File: config.mk
export PLATFORM = sky130hd
export DESIGN_NAME = tmg_top
export DESIGN_NICKNAME = d
export VERILOG_FILES = /design/src/tmg_pkg.sv /design/src/tmg_stretch.sv /design/src/tmg_top.sv
export SDC_FILE = /design/constraint.sdc
export NUM_CORES = 1
export LEC_CHECK = 0
export BUFFER_PORTS_ARGS = -buffer_cell sky130_fd_sc_hd__buf_2
export CAP_MARGIN = 5
export CORE_MARGIN = 2
export CORE_UTILIZATION = 62
export CTS_CLUSTER_SIZE = 24
export DETAILED_ROUTE_END_ITERATION = 10
export PLACE_DENSITY = 0.79
export SYNTH_ARGS = -nofsm -noshare
export SYNTH_HDL_FRONTEND = slang
export SYNTH_SLANG_ARGS = --single-unit
File: constraint.sdc
create_clock -name clk -period 2.9 [get_ports clk]
set_input_delay 0.145 -clock clk [delete_from_list [all_inputs] [get_ports clk]]
set_output_delay 0.145 -clock clk [all_outputs]
set_load 0.01 [all_outputs]
File: src/tmg_pkg.sv
/*
  Package for the time mark generator: relay hold periods and sampler depth.
  Assumes a 25 MHz system clock; all light gates and the reference wave are
  asynchronous pins.
*/
package tmg_pkg;

  // ---------------------------------------------------------------
  // Clock and timing
  // ---------------------------------------------------------------
  localparam int CLK_HZ        = 25000000;
  localparam int SEC_HOLD_MS   = 100;
  localparam int MIN_HOLD_MS   = 500;
  localparam int HOUR_HOLD_MS  = 1000;
  localparam int SEC_HOLD_CYC  = SEC_HOLD_MS * (CLK_HZ / 1000);
  localparam int MIN_HOLD_CYC  = MIN_HOLD_MS * (CLK_HZ / 1000);
  localparam int HOUR_HOLD_CYC = HOUR_HOLD_MS * (CLK_HZ / 1000);
  localparam int CNT_W         = 25;
  localparam int SYNC_DEPTH    = 3;

  // ---------------------------------------------------------------
  // Stretcher states
  // ---------------------------------------------------------------
  typedef enum logic [1:0] {
    TMG_IDLE = 2'b01,
    TMG_HOLD = 2'b10
  } tmg_state_e;

endpackage

File: src/tmg_stretch.sv
/*
  One pulse stretcher: a rising trigger closes the relay for HOLD_CYC cycles.
  Assumes trig is already synchronous to clk; retriggers while held are ignored.
*/
`timescale 1ns/1ps
module tmg_stretch #(
  parameter int HOLD_CYC = 16
) (
  input  wire logic clk,
  input  wire logic rst,
  input  wire logic trig,
  output logic      closed
);
  import tmg_pkg::*;

  tmg_state_e         state_reg, state_next;
  logic [CNT_W-1:0]   cnt_reg, cnt_next;
  logic               trig_reg;

  always_comb begin
    state_next = state_reg;
    cnt_next   = cnt_reg;
    unique case (state_reg)
      TMG_IDLE: begin
        if (trig && !trig_reg) begin
          state_next = TMG_HOLD;
          cnt_next   = CNT_W'(HOLD_CYC - 1);
        end
      end
      TMG_HOLD: begin
        if (cnt_reg == '0) begin
          state_next = TMG_IDLE;
        end else begin
          cnt_next = cnt_reg - 1'b1;
        end
      end
      default: state_next = TMG_IDLE;
    endcase
  end

  always_ff @(posedge clk) begin
    if (rst) begin
      state_reg <= TMG_IDLE;
      cnt_reg   <= '0;
      trig_reg  <= 1'b0;
    end else begin
      state_reg <= state_next;
      cnt_reg   <= cnt_next;
      trig_reg  <= trig;
    end
  end

  assign closed = (state_reg == TMG_HOLD);

  // Helper count of consecutive closed cycles. A hold of millions of cycles
  // cannot be written as a delay, so its length is counted instead.
  logic [CNT_W-1:0]   seen_reg, seen_next;

  always_comb begin
    seen_next = closed ? (seen_reg + 1'b1) : '0;
  end

  always_ff @(posedge clk) begin
    if (rst) begin
      seen_reg <= '0;
    end else begin
      seen_reg <= seen_next;
    end
  end
endmodule

File: src/tmg_top.sv
/*
  Time mark generator: second, minute and hour relay marks from light gates
  gated against a 50 c/s reference, with six-hourly omission.
  Assumes all gate and reference inputs are asynchronous pins, active high.
*/
// Notes on behaviour
// - Second trigger needs gate and reference rise.
// - First reference rise in gate triggers; dark ignored.
// - Stretchers fire on rising trigger only.
// - Minute fires on second pulse inside minute gate.
// - Hour fires on minute pulse inside hour gate.
// - Every mark starts at a second boundary.
// - Each closure lasts its own fixed period.
// - NAND of hour, six-hour gates inhibits minute.
// - Inhibit omits both minute and hour marks.
// - Second pulse goes to comparison selector.
// - Expose second NO/NC, minute and hour NO.
// - Gates pulse per second, minute, hour, six hours.
`timescale 1ns/1ps
module tmg_top (
  input  wire logic clk,
  input  wire logic rst,
  input  wire logic ref_wave,
  input  wire logic gate_sec,
  input  wire logic gate_min,
  input  wire logic gate_hour,
  input  wire logic gate_six,
  output logic      sec_make,
  output logic      normally_closed_contact,
  output logic      min_make,
  output logic      hour_make,
  output logic      cmp_pulse
);
  import tmg_pkg::*;

  // ---------------------------------------------------------------
  // Input sampling
  // ---------------------------------------------------------------
  // Light gates and the reference drift against clk, so each passes three
  // stages and only counts when the last two agree.
  localparam int NIN = 5;
  logic [NIN-1:0] pin_in;
  logic [NIN-1:0] s1_reg, s2_reg, s3_reg, clean_reg;
  logic [NIN-1:0] s1_next, s2_next, s3_next, clean_next;

  assign pin_in = {gate_six, gate_hour, gate_min, gate_sec, ref_wave};

  always_comb begin
    s1_next    = pin_in;
    s2_next    = s1_reg;
    s3_next    = s2_reg;
    // A bit moves only when the last two stages agree, so a pin caught
    // mid-change never shows up as a short glitch on the clean level.
    clean_next = (s3_reg & ~(s2_reg ^ s3_reg)) | (clean_reg & (s2_reg ^ s3_reg));
  end

  genvar gi;
  generate
    for (gi = 0; gi < NIN; gi++) begin : g_agree
      always_ff @(posedge clk) begin
        if (rst) begin
          clean_reg[gi] <= 1'b0;
        end else begin
          clean_reg[gi] <= clean_next[gi];
        end
      end
    end
  endgenerate

  always_ff @(posedge clk) begin
    if (rst) begin
      s1_reg <= '0;
      s2_reg <= '0;
      s3_reg <= '0;
    end else begin
      s1_reg <= s1_next;
      s2_reg <= s2_next;
      s3_reg <= s3_next;
    end
  end

  logic ref_c, gsec_c, gmin_c, ghour_c, gsix_c;
  assign {gsix_c, ghour_c, gmin_c, gsec_c, ref_c} = clean_reg;

  // ---------------------------------------------------------------
  // Coincidence gates
  // ---------------------------------------------------------------
  logic ref_prev_reg, ref_prev_next;
  logic sec_trig, min_trig, hour_trig, inhibit_n;
  logic sec_closed, min_closed, hour_closed;
  logic sec_prev_reg, min_prev_reg, sec_rise, min_rise;

  always_comb ref_prev_next = ref_c;

  always_ff @(posedge clk) begin
    if (rst) begin
      ref_prev_reg <= 1'b0;
    end else begin
      ref_prev_reg <= ref_prev_next;
    end
  end

  // Gating the reference rise, not the light edge, is what aligns marks.
  assign sec_trig  = gsec_c && ref_c && !ref_prev_reg;
  // Only the first cycle of a closure may gate the next stage, so a light gate
  // that opens partway through a mark cannot start a late, misaligned one.
  assign sec_rise  = sec_closed && !sec_prev_reg;
  assign min_rise  = min_closed && !min_prev_reg;
  assign inhibit_n = !(ghour_c && gsix_c);
  assign min_trig  = sec_rise && gmin_c && inhibit_n;
  assign hour_trig = min_rise && ghour_c;

  // ---------------------------------------------------------------
  // Stretchers and relay contacts
  // ---------------------------------------------------------------
  tmg_stretch #(.HOLD_CYC(SEC_HOLD_CYC)) u_sec (
    .clk    (clk),
    .rst    (rst),
    .trig   (sec_trig),
    .closed (sec_closed)
  );

  tmg_stretch #(.HOLD_CYC(MIN_HOLD_CYC)) u_min (
    .clk    (clk),
    .rst    (rst),
    .trig   (min_trig),
    .closed (min_closed)
  );

  tmg_stretch #(.HOLD_CYC(HOUR_HOLD_CYC)) u_hour (
    .clk    (clk),
    .rst    (rst),
    .trig   (hour_trig),
    .closed (hour_closed)
  );

  logic sec_make_reg, min_make_reg, hour_make_reg, cmp_reg;
  logic sec_make_next, min_make_next, hour_make_next, cmp_next;
  logic sec_prev_next, min_prev_next;

  always_comb begin
    sec_make_next  = sec_closed;
    min_make_next  = min_closed;
    hour_make_next = hour_closed;
    sec_prev_next  = sec_closed;
    min_prev_next  = min_closed;
    cmp_next       = sec_rise;
  end

  always_ff @(posedge clk) begin
    if (rst) begin
      sec_make_reg  <= 1'b0;
      min_make_reg  <= 1'b0;
      hour_make_reg <= 1'b0;
      sec_prev_reg  <= 1'b0;
      min_prev_reg  <= 1'b0;
      cmp_reg       <= 1'b0;
    end else begin
      sec_make_reg  <= sec_make_next;
      min_make_reg  <= min_make_next;
      hour_make_reg <= hour_make_next;
      sec_prev_reg  <= sec_prev_next;
      min_prev_reg  <= min_prev_next;
      cmp_reg       <= cmp_next;
    end
  end

  assign sec_make                = sec_make_reg;
  assign normally_closed_contact = !sec_make_reg;
  assign min_make                = min_make_reg;
  assign hour_make               = hour_make_reg;
  assign cmp_pulse               = cmp_reg;
endmodule

---- Word level (Yosys, flattened, before mapping) ----
Cells that the tools add are included.
cells by class
  muxes and demuxes ....................... 18
  add/subtract/negate cells ............... 3
  equality and inequality tests ........... 15
  bitwise logic cells ..................... 5
  reduce and logical (&&, ||, !) cells .... 30
operators by type and width
  operator                                            count
  2-to-1 mux 25 bit                                   6
  case mux 25 bit (2 select lines)                    3
  logical NOT 25 bit                                  3
  subtractor 25 x 1 -> 25 bit, second input constant  3
  2-to-1 mux 2 bit                                    6
  != test 2 x 1 -> 1 bit, second input constant       6
  case mux 2 bit (2 select lines)                     3
  logical AND 1 bit                                   11
  bitwise AND 5 bit                                   2
  AND reduction 3 bit                                 3
  logical NOT 1 bit                                   7
  == test 2 x 1 -> 1 bit, second input constant       3
  == test 2 bit, second input constant                3
  != test 2 bit, second input constant                3
  AND reduction 2 bit                                 3
  nonzero test 2 bit                                  3
  inverter 5 bit                                      1
  bitwise OR 5 bit                                    1
  XOR 5 bit                                           1
storage, ports and cells
  logic and storage cells ................. 93
  register bits after elaboration ......... 109
  output and inout bits ................... 5

---- Longest topological paths before layout ----
  depth in word-level cells ............... 7
  depth in mapped cells ................... 9
  mapped depth without buffers ............ 7

---- Modules after synthesis ----
Synthesis repeated with hierarchy kept, for this count alone.
unflattened totals
  cells, all modules ...................... 547
  area, all modules ....................... 4998.5 um^2
modules (own cells, without submodules)
  module                cells each  seq. area each (um^2)  area each (um^2)  instances
  tmg_stretch (u_min)   168         560.5                  1455.1            1
  tmg_stretch (u_hour)  156         560.5                  1413.9            1
  tmg_stretch (u_sec)   155         560.5                  1375.1            1
  tmg_top               68          500.5                  754.5             1

---- Worst setup path before layout ----
Ideal clock, no wire load.
  path type ............................... reg2reg
  start ................................... register u_sec.cnt_reg[10]
  end ..................................... register u_sec.cnt_reg[22]
  data required time ...................... 2.784 ns
  arrival time ............................ 2.162 ns
  cell stages (with the launch flop) ...... 8
  period minus slack after synthesis ...... 2.278 ns
  slack ................................... 0.622 ns
  cell sequence ........................... dfxtp_1 -> or4_1 -> buf_2 -> or3_4 -> buf_6 -> a2111oi_4 -> a211oi_1 -> a31o_1
between the ends
  cells in the longest elaborated chain, start to end .. 3
ends and longest elaborated chain
  what                                                                     line                                  text
  start, declared                                                          tmg_stretch.sv:17                     logic [CNT_W-1:0] cnt_reg, cnt_next;
  start signal, assigned                                                   tmg_stretch.sv:48                     cnt_reg <= cnt_next;
  subtractor 25 x 1 -> 25 bit or logical NOT 25 bit (tied branches)        tmg_stretch.sv:34, tmg_stretch.sv:31
  2-to-1 mux 25 bit or != test 2 bit (tied branches)                       -
  case mux 25 bit (2 select lines) or AND reduction 3 bit (tied branches)  -
Parallel ways exist; a longest one is shown, timed or not. The select of a mux whose other input is x is not followed.
A chain may end at the register's enable or synchronous reset.

---- Final worst setup path ----
  start ................................... register u_min.state_reg[0]
  end ..................................... register u_min.cnt_reg[21]
between the ends
  cells in the longest elaborated chain, start to end .. 3
ends and longest elaborated chain
  what                                                      line               text
  start, declared                                           tmg_stretch.sv:16  tmg_state_e state_reg, state_next;
  start signal, assigned                                    tmg_stretch.sv:47  state_reg <= state_next;
  == test 2 x 1 -> 1 bit or == test 2 bit (tied branches)   tmg_stretch.sv:23  unique case (state_reg)
  != test 2 x 1 -> 1 bit (no line) (tied with other cells)  -
  AND reduction 3 bit (no line)                             -
  end signal, assigned                                      tmg_stretch.sv:48
  end, declared                                             tmg_stretch.sv:17
Parallel ways exist; a longest one is shown, timed or not.

==> results.md <==
* Vias in the first global route at 4350
* CP max-delay cell: or4_1
* Final slew viol count at 0
* Worst r2r src: u_min.state_reg[0]
* Pwr/cell area at 922 mW/mm^2
* Net count, final at 627
* Least-Margin Pin Slew at 0.726 ns
* Number of remaining DRC errors at 0
* Global-route wire length before repair at 19700 um
* Post-synth EDFFs at 0
* Hold path cells at 5
* Xor-xnor portion of the synthesized cell area at 4.48%
* Vias at 4648
* Placer Congestion at 0.950
* Slew HR at 51.6%
* Starting Density at 64.2%
* Metal3 WL at 494 um
* Clock buffer depth at 2
* Share of layout cells above drive strength 1 at 9.79%
* Cell area after synthesis at 0.00528 mm^2
* CP Class: flop to flop
* Post-DRT Antenna Nets at 0
* Crit path time final at 2.64 ns
* Hold_sp: rst
* Layout area overhead at 8.89%
* Post-route clock period utilization at 90.9%
* First-pass detailed-route iteration total at 6
* Synth warnings at 0
* Die extent in y at 96.3 um
* IO buf count at 11
* # setup viols final at 0
* Syn Inst Count at 590
* Global Route Usage Sum at 26.5%
* CP endpoint kind: flop
* Hold worst-path end: u_hour.cnt_reg[4]
* M1 wire length at 5230 um
* Clock latency on the worst-skew pair at 0.39 ns
* Total Power at 5.30 mW
* Crit path buffers/inverters at 1
* Syn nets at 609
* CP peak stage delay at 0.64 ns
* CP Max Fanout at 13
* Critical Path AT at 2.95 ns
* Pre-CTS setup slack at 0.321 ns
* Sequential element share of the synthesized area at 41.4%
* Reg2reg end: u_min.cnt_reg[21]
* Largest family of logic cells by synthesized area: simple AND/OR/NAND/NOR gates
* Hpwl dp at 8100 um
* Critical Path RT at 3.22 ns
* Post-cts repair resize count at 0
* Dominant synthesized flop cell: dfxtp_1
* CP Cell Sequence: inv_1 -> ha_1 -> nor3b_1 -> a31o_2 -> nand4_1 -> or4_1 -> a31oi_1
* Starting DRC count in detailed routing at 230
* Leak at 2.10 nW
* Max Used Layer: met4
* Area share of fa/ha/maj cells after synthesis at 2.85%
* Cell family contributing the most delay on the critical path: simple AND/OR/NAND/NOR gates
* Clock slew at reported path FFs at 0.12 ns
* Finished Layout Cells at 718
* Count of final hold-check violations at 0
* Async set-or-reset flop fraction in the synthesized netlist at 0%
* Max Fclk at 0.379 GHz
* Placeable core area at 0.00822 mm^2
* Worst R2R Path Depth at 7
* Clock sinks at 109
* Outcome: finished clean
* Die Wd at 96.3 um
* Largest net degree at the start of global routing at 72
* Compound-Gate Fraction of Synth Area at 23.0%
* Unrepaired setup endpoints after global routing: false
* Max_cap viols at 0
* Antenna Cells at 0
* CTS Buf Count at 9
* Dpl cells at 697
* Setup TNS Final at 0 ns
* Routed len/inst at 16.2 um
* Avg Vias per Cell at 6.47
* GRT overflow at 0
* Clock root buffer: clkbuf_8
* Die ar. at 0.00926 mm^2
* CTS tree: done
* Initial antenna violation count at 0
* Post-synthesis mux area share at 0.190%
* Site Rows at 33
* Max IR drop VDD at 0.661 mV
* Worst R2R Setup Slack at 0.26 ns
* Worst setup margin at 0.265 ns
* Startpoint types: flop
* Flops & latches, synth at 109
* # H-tree levels at 3
* Yosys cell types at 65
* Hold_ws at 0.226 ns
* Met2 wire length at 5740 um
* Min-delay worst type: input port to flop
* Worst Skew at 0.0146 ns
* Post-Synth Simple-Gate Area at 24.4%
* Final wirelength at 11600 um
* Post-synthesis average cell area at 8.94 um^2
* Top Ports at 12
[logic make-up after synthesis]
| logic type | count (synthesis) |
|---|---|
| buf+inv | 49 |
| compound gates | 175 |
| simple gates | 217 |
| xor+xnor | 27 |
| flops | 109 |
| mux | 1 |
| fa+ha+maj | 12 |
[cell type report]
class | count | area, um^2
inverter | 25 | 93.8
clock buffer | 9 | 124
clock inverter | 7 | 98.8
fill | 659 | 2470
timing repair buffer | 31 | 218
tap | 105 | 131
multi-input combinational | 432 | 2900
sequential | 109 | 2180
[layer usage]
metal | global-route usage (%) | up-vias
met5 | 0 | -
met4 | 10.1 | 0
met3 | 4.86 | 21
met2 | 44.8 | 130
met1 | 33.6 | 2204
li1 | - | 2293
[worst register-to-register path, stage by stage, from the launching register on]
cell,delay [ns]
dfxtp_1,0.39
inv_1,0.06
ha_1,0.34
nor3b_1,0.28
a31o_2,0.27
nand4_1,0.41
or4_1,0.64
a31oi_1,0.18
[through the flow]
stage | cell area, um^2 | util (%)
4_1_cts | 5750 | 69.9
3_5_place_dp | 5470 | 66.6
3_3_place_gp | 5470 | 66.6
6_report | 5750 | 69.9
2_1_floorplan | 5280 | -
5_1_grt | 5750 | 69.9
[Yosys cell counts, types with 3 or more instances]
master / number / area [um^2]
xnor2_1: 12 / 105
o2111ai_1: 4 / 35.0
and4_1: 3 / 26.3
a21o_1: 4 / 30.0
nand2b_1: 4 / 25.0
xor2_1: 15 / 131
nor2b_1: 20 / 125
clkbuf_1: 19 / 71.3
nand4_1: 8 / 50.1
nand2_1: 21 / 78.8
nand3_1: 14 / 70.1
ha_1: 12 / 150
o41ai_1: 4 / 35.0
or4_1: 27 / 203
and2_1: 3 / 18.8
dfxtp_1: 109 / 2180
a2111oi_0: 3 / 26.3
nor4b_1: 4 / 35.0
a211oi_1: 12 / 90.1
or3_1: 16 / 100
a21oi_1: 47 / 235
nor3_1: 19 / 95.1
o31ai_1: 24 / 180
nor4_1: 12 / 75.1
o21ai_0: 22 / 110
a31oi_1: 22 / 138
inv_1: 25 / 93.8
nand3b_1: 4 / 30.0
nor2_1: 36 / 135
or2_2: 6 / 37.5
o211ai_1: 7 / 52.6
a211o_1: 6 / 52.6
and3_1: 3 / 18.8
[power breakdown]
part,switching (mW),internal [mW],total [mW]
logic,1.45,0.863,2.31
registers,0.245,1.74,1.99
clock network,0.626,0.372,0.998
[how the worst max path moves through the flow]
stage,from,to,slack [ns],cells after the start
2_1_floorplan,u_sec.cnt_reg[10],u_sec.cnt_reg[22],0.62,7
3_3_place_gp,u_sec.state_reg[0],u_min.cnt_reg[23],0.49,7
3_5_place_dp,u_min.state_reg[0],u_min.cnt_reg[23],0.32,7
4_1_cts,u_min.state_reg[0],u_min.cnt_reg[21],0.29,7
5_1_grt,u_min.cnt_reg[0],u_min.state_reg[0],0.02,7
6_report,u_min.state_reg[0],u_min.cnt_reg[21],0.26,7
[repair_timing]
action,in CTS,in global routing
endpoints found under the hold margin,5,0
buffers inserted,0,0
hold buffers,5,0
[cell usage in the layout (no fill, tap or decap), types with 3 or more instances in the layout]
| master | count |
|---|---|
| nor4_1 | 12 |
| a21oi_1 | 47 |
| nand2b_1 | 4 |
| nand3b_1 | 4 |
| ha_1 | 12 |
| dfxtp_1 | 109 |
| a211oi_1 | 12 |
| and3_1 | 3 |
| buf_4 | 15 |
| buf_2 | 11 |
| inv_8 | 3 |
| nand2_1 | 21 |
| nand4_1 | 8 |
| o2111ai_1 | 4 |
| nor2b_1 | 20 |
| inv_1 | 25 |
| xor2_1 | 15 |
| and4_1 | 3 |
| o211ai_1 | 7 |
| nor3_1 | 19 |
| o41ai_1 | 4 |
| a21o_1 | 4 |
| inv_12 | 3 |
| or3_1 | 16 |
| xnor2_1 | 12 |
| dlygate4sd3_1 | 5 |
| nor2_1 | 36 |
| o21ai_0 | 22 |
| a31oi_1 | 22 |
| nor4b_1 | 4 |
| nand3_1 | 14 |
| o31ai_1 | 24 |
| or2_2 | 6 |
| or4_1 | 27 |
| and2_1 | 3 |
| a2111oi_0 | 3 |
| clkbuf_8 | 9 |
| a211o_1 | 6 |
Note: power is estimated with default switching activity, not from simulation.
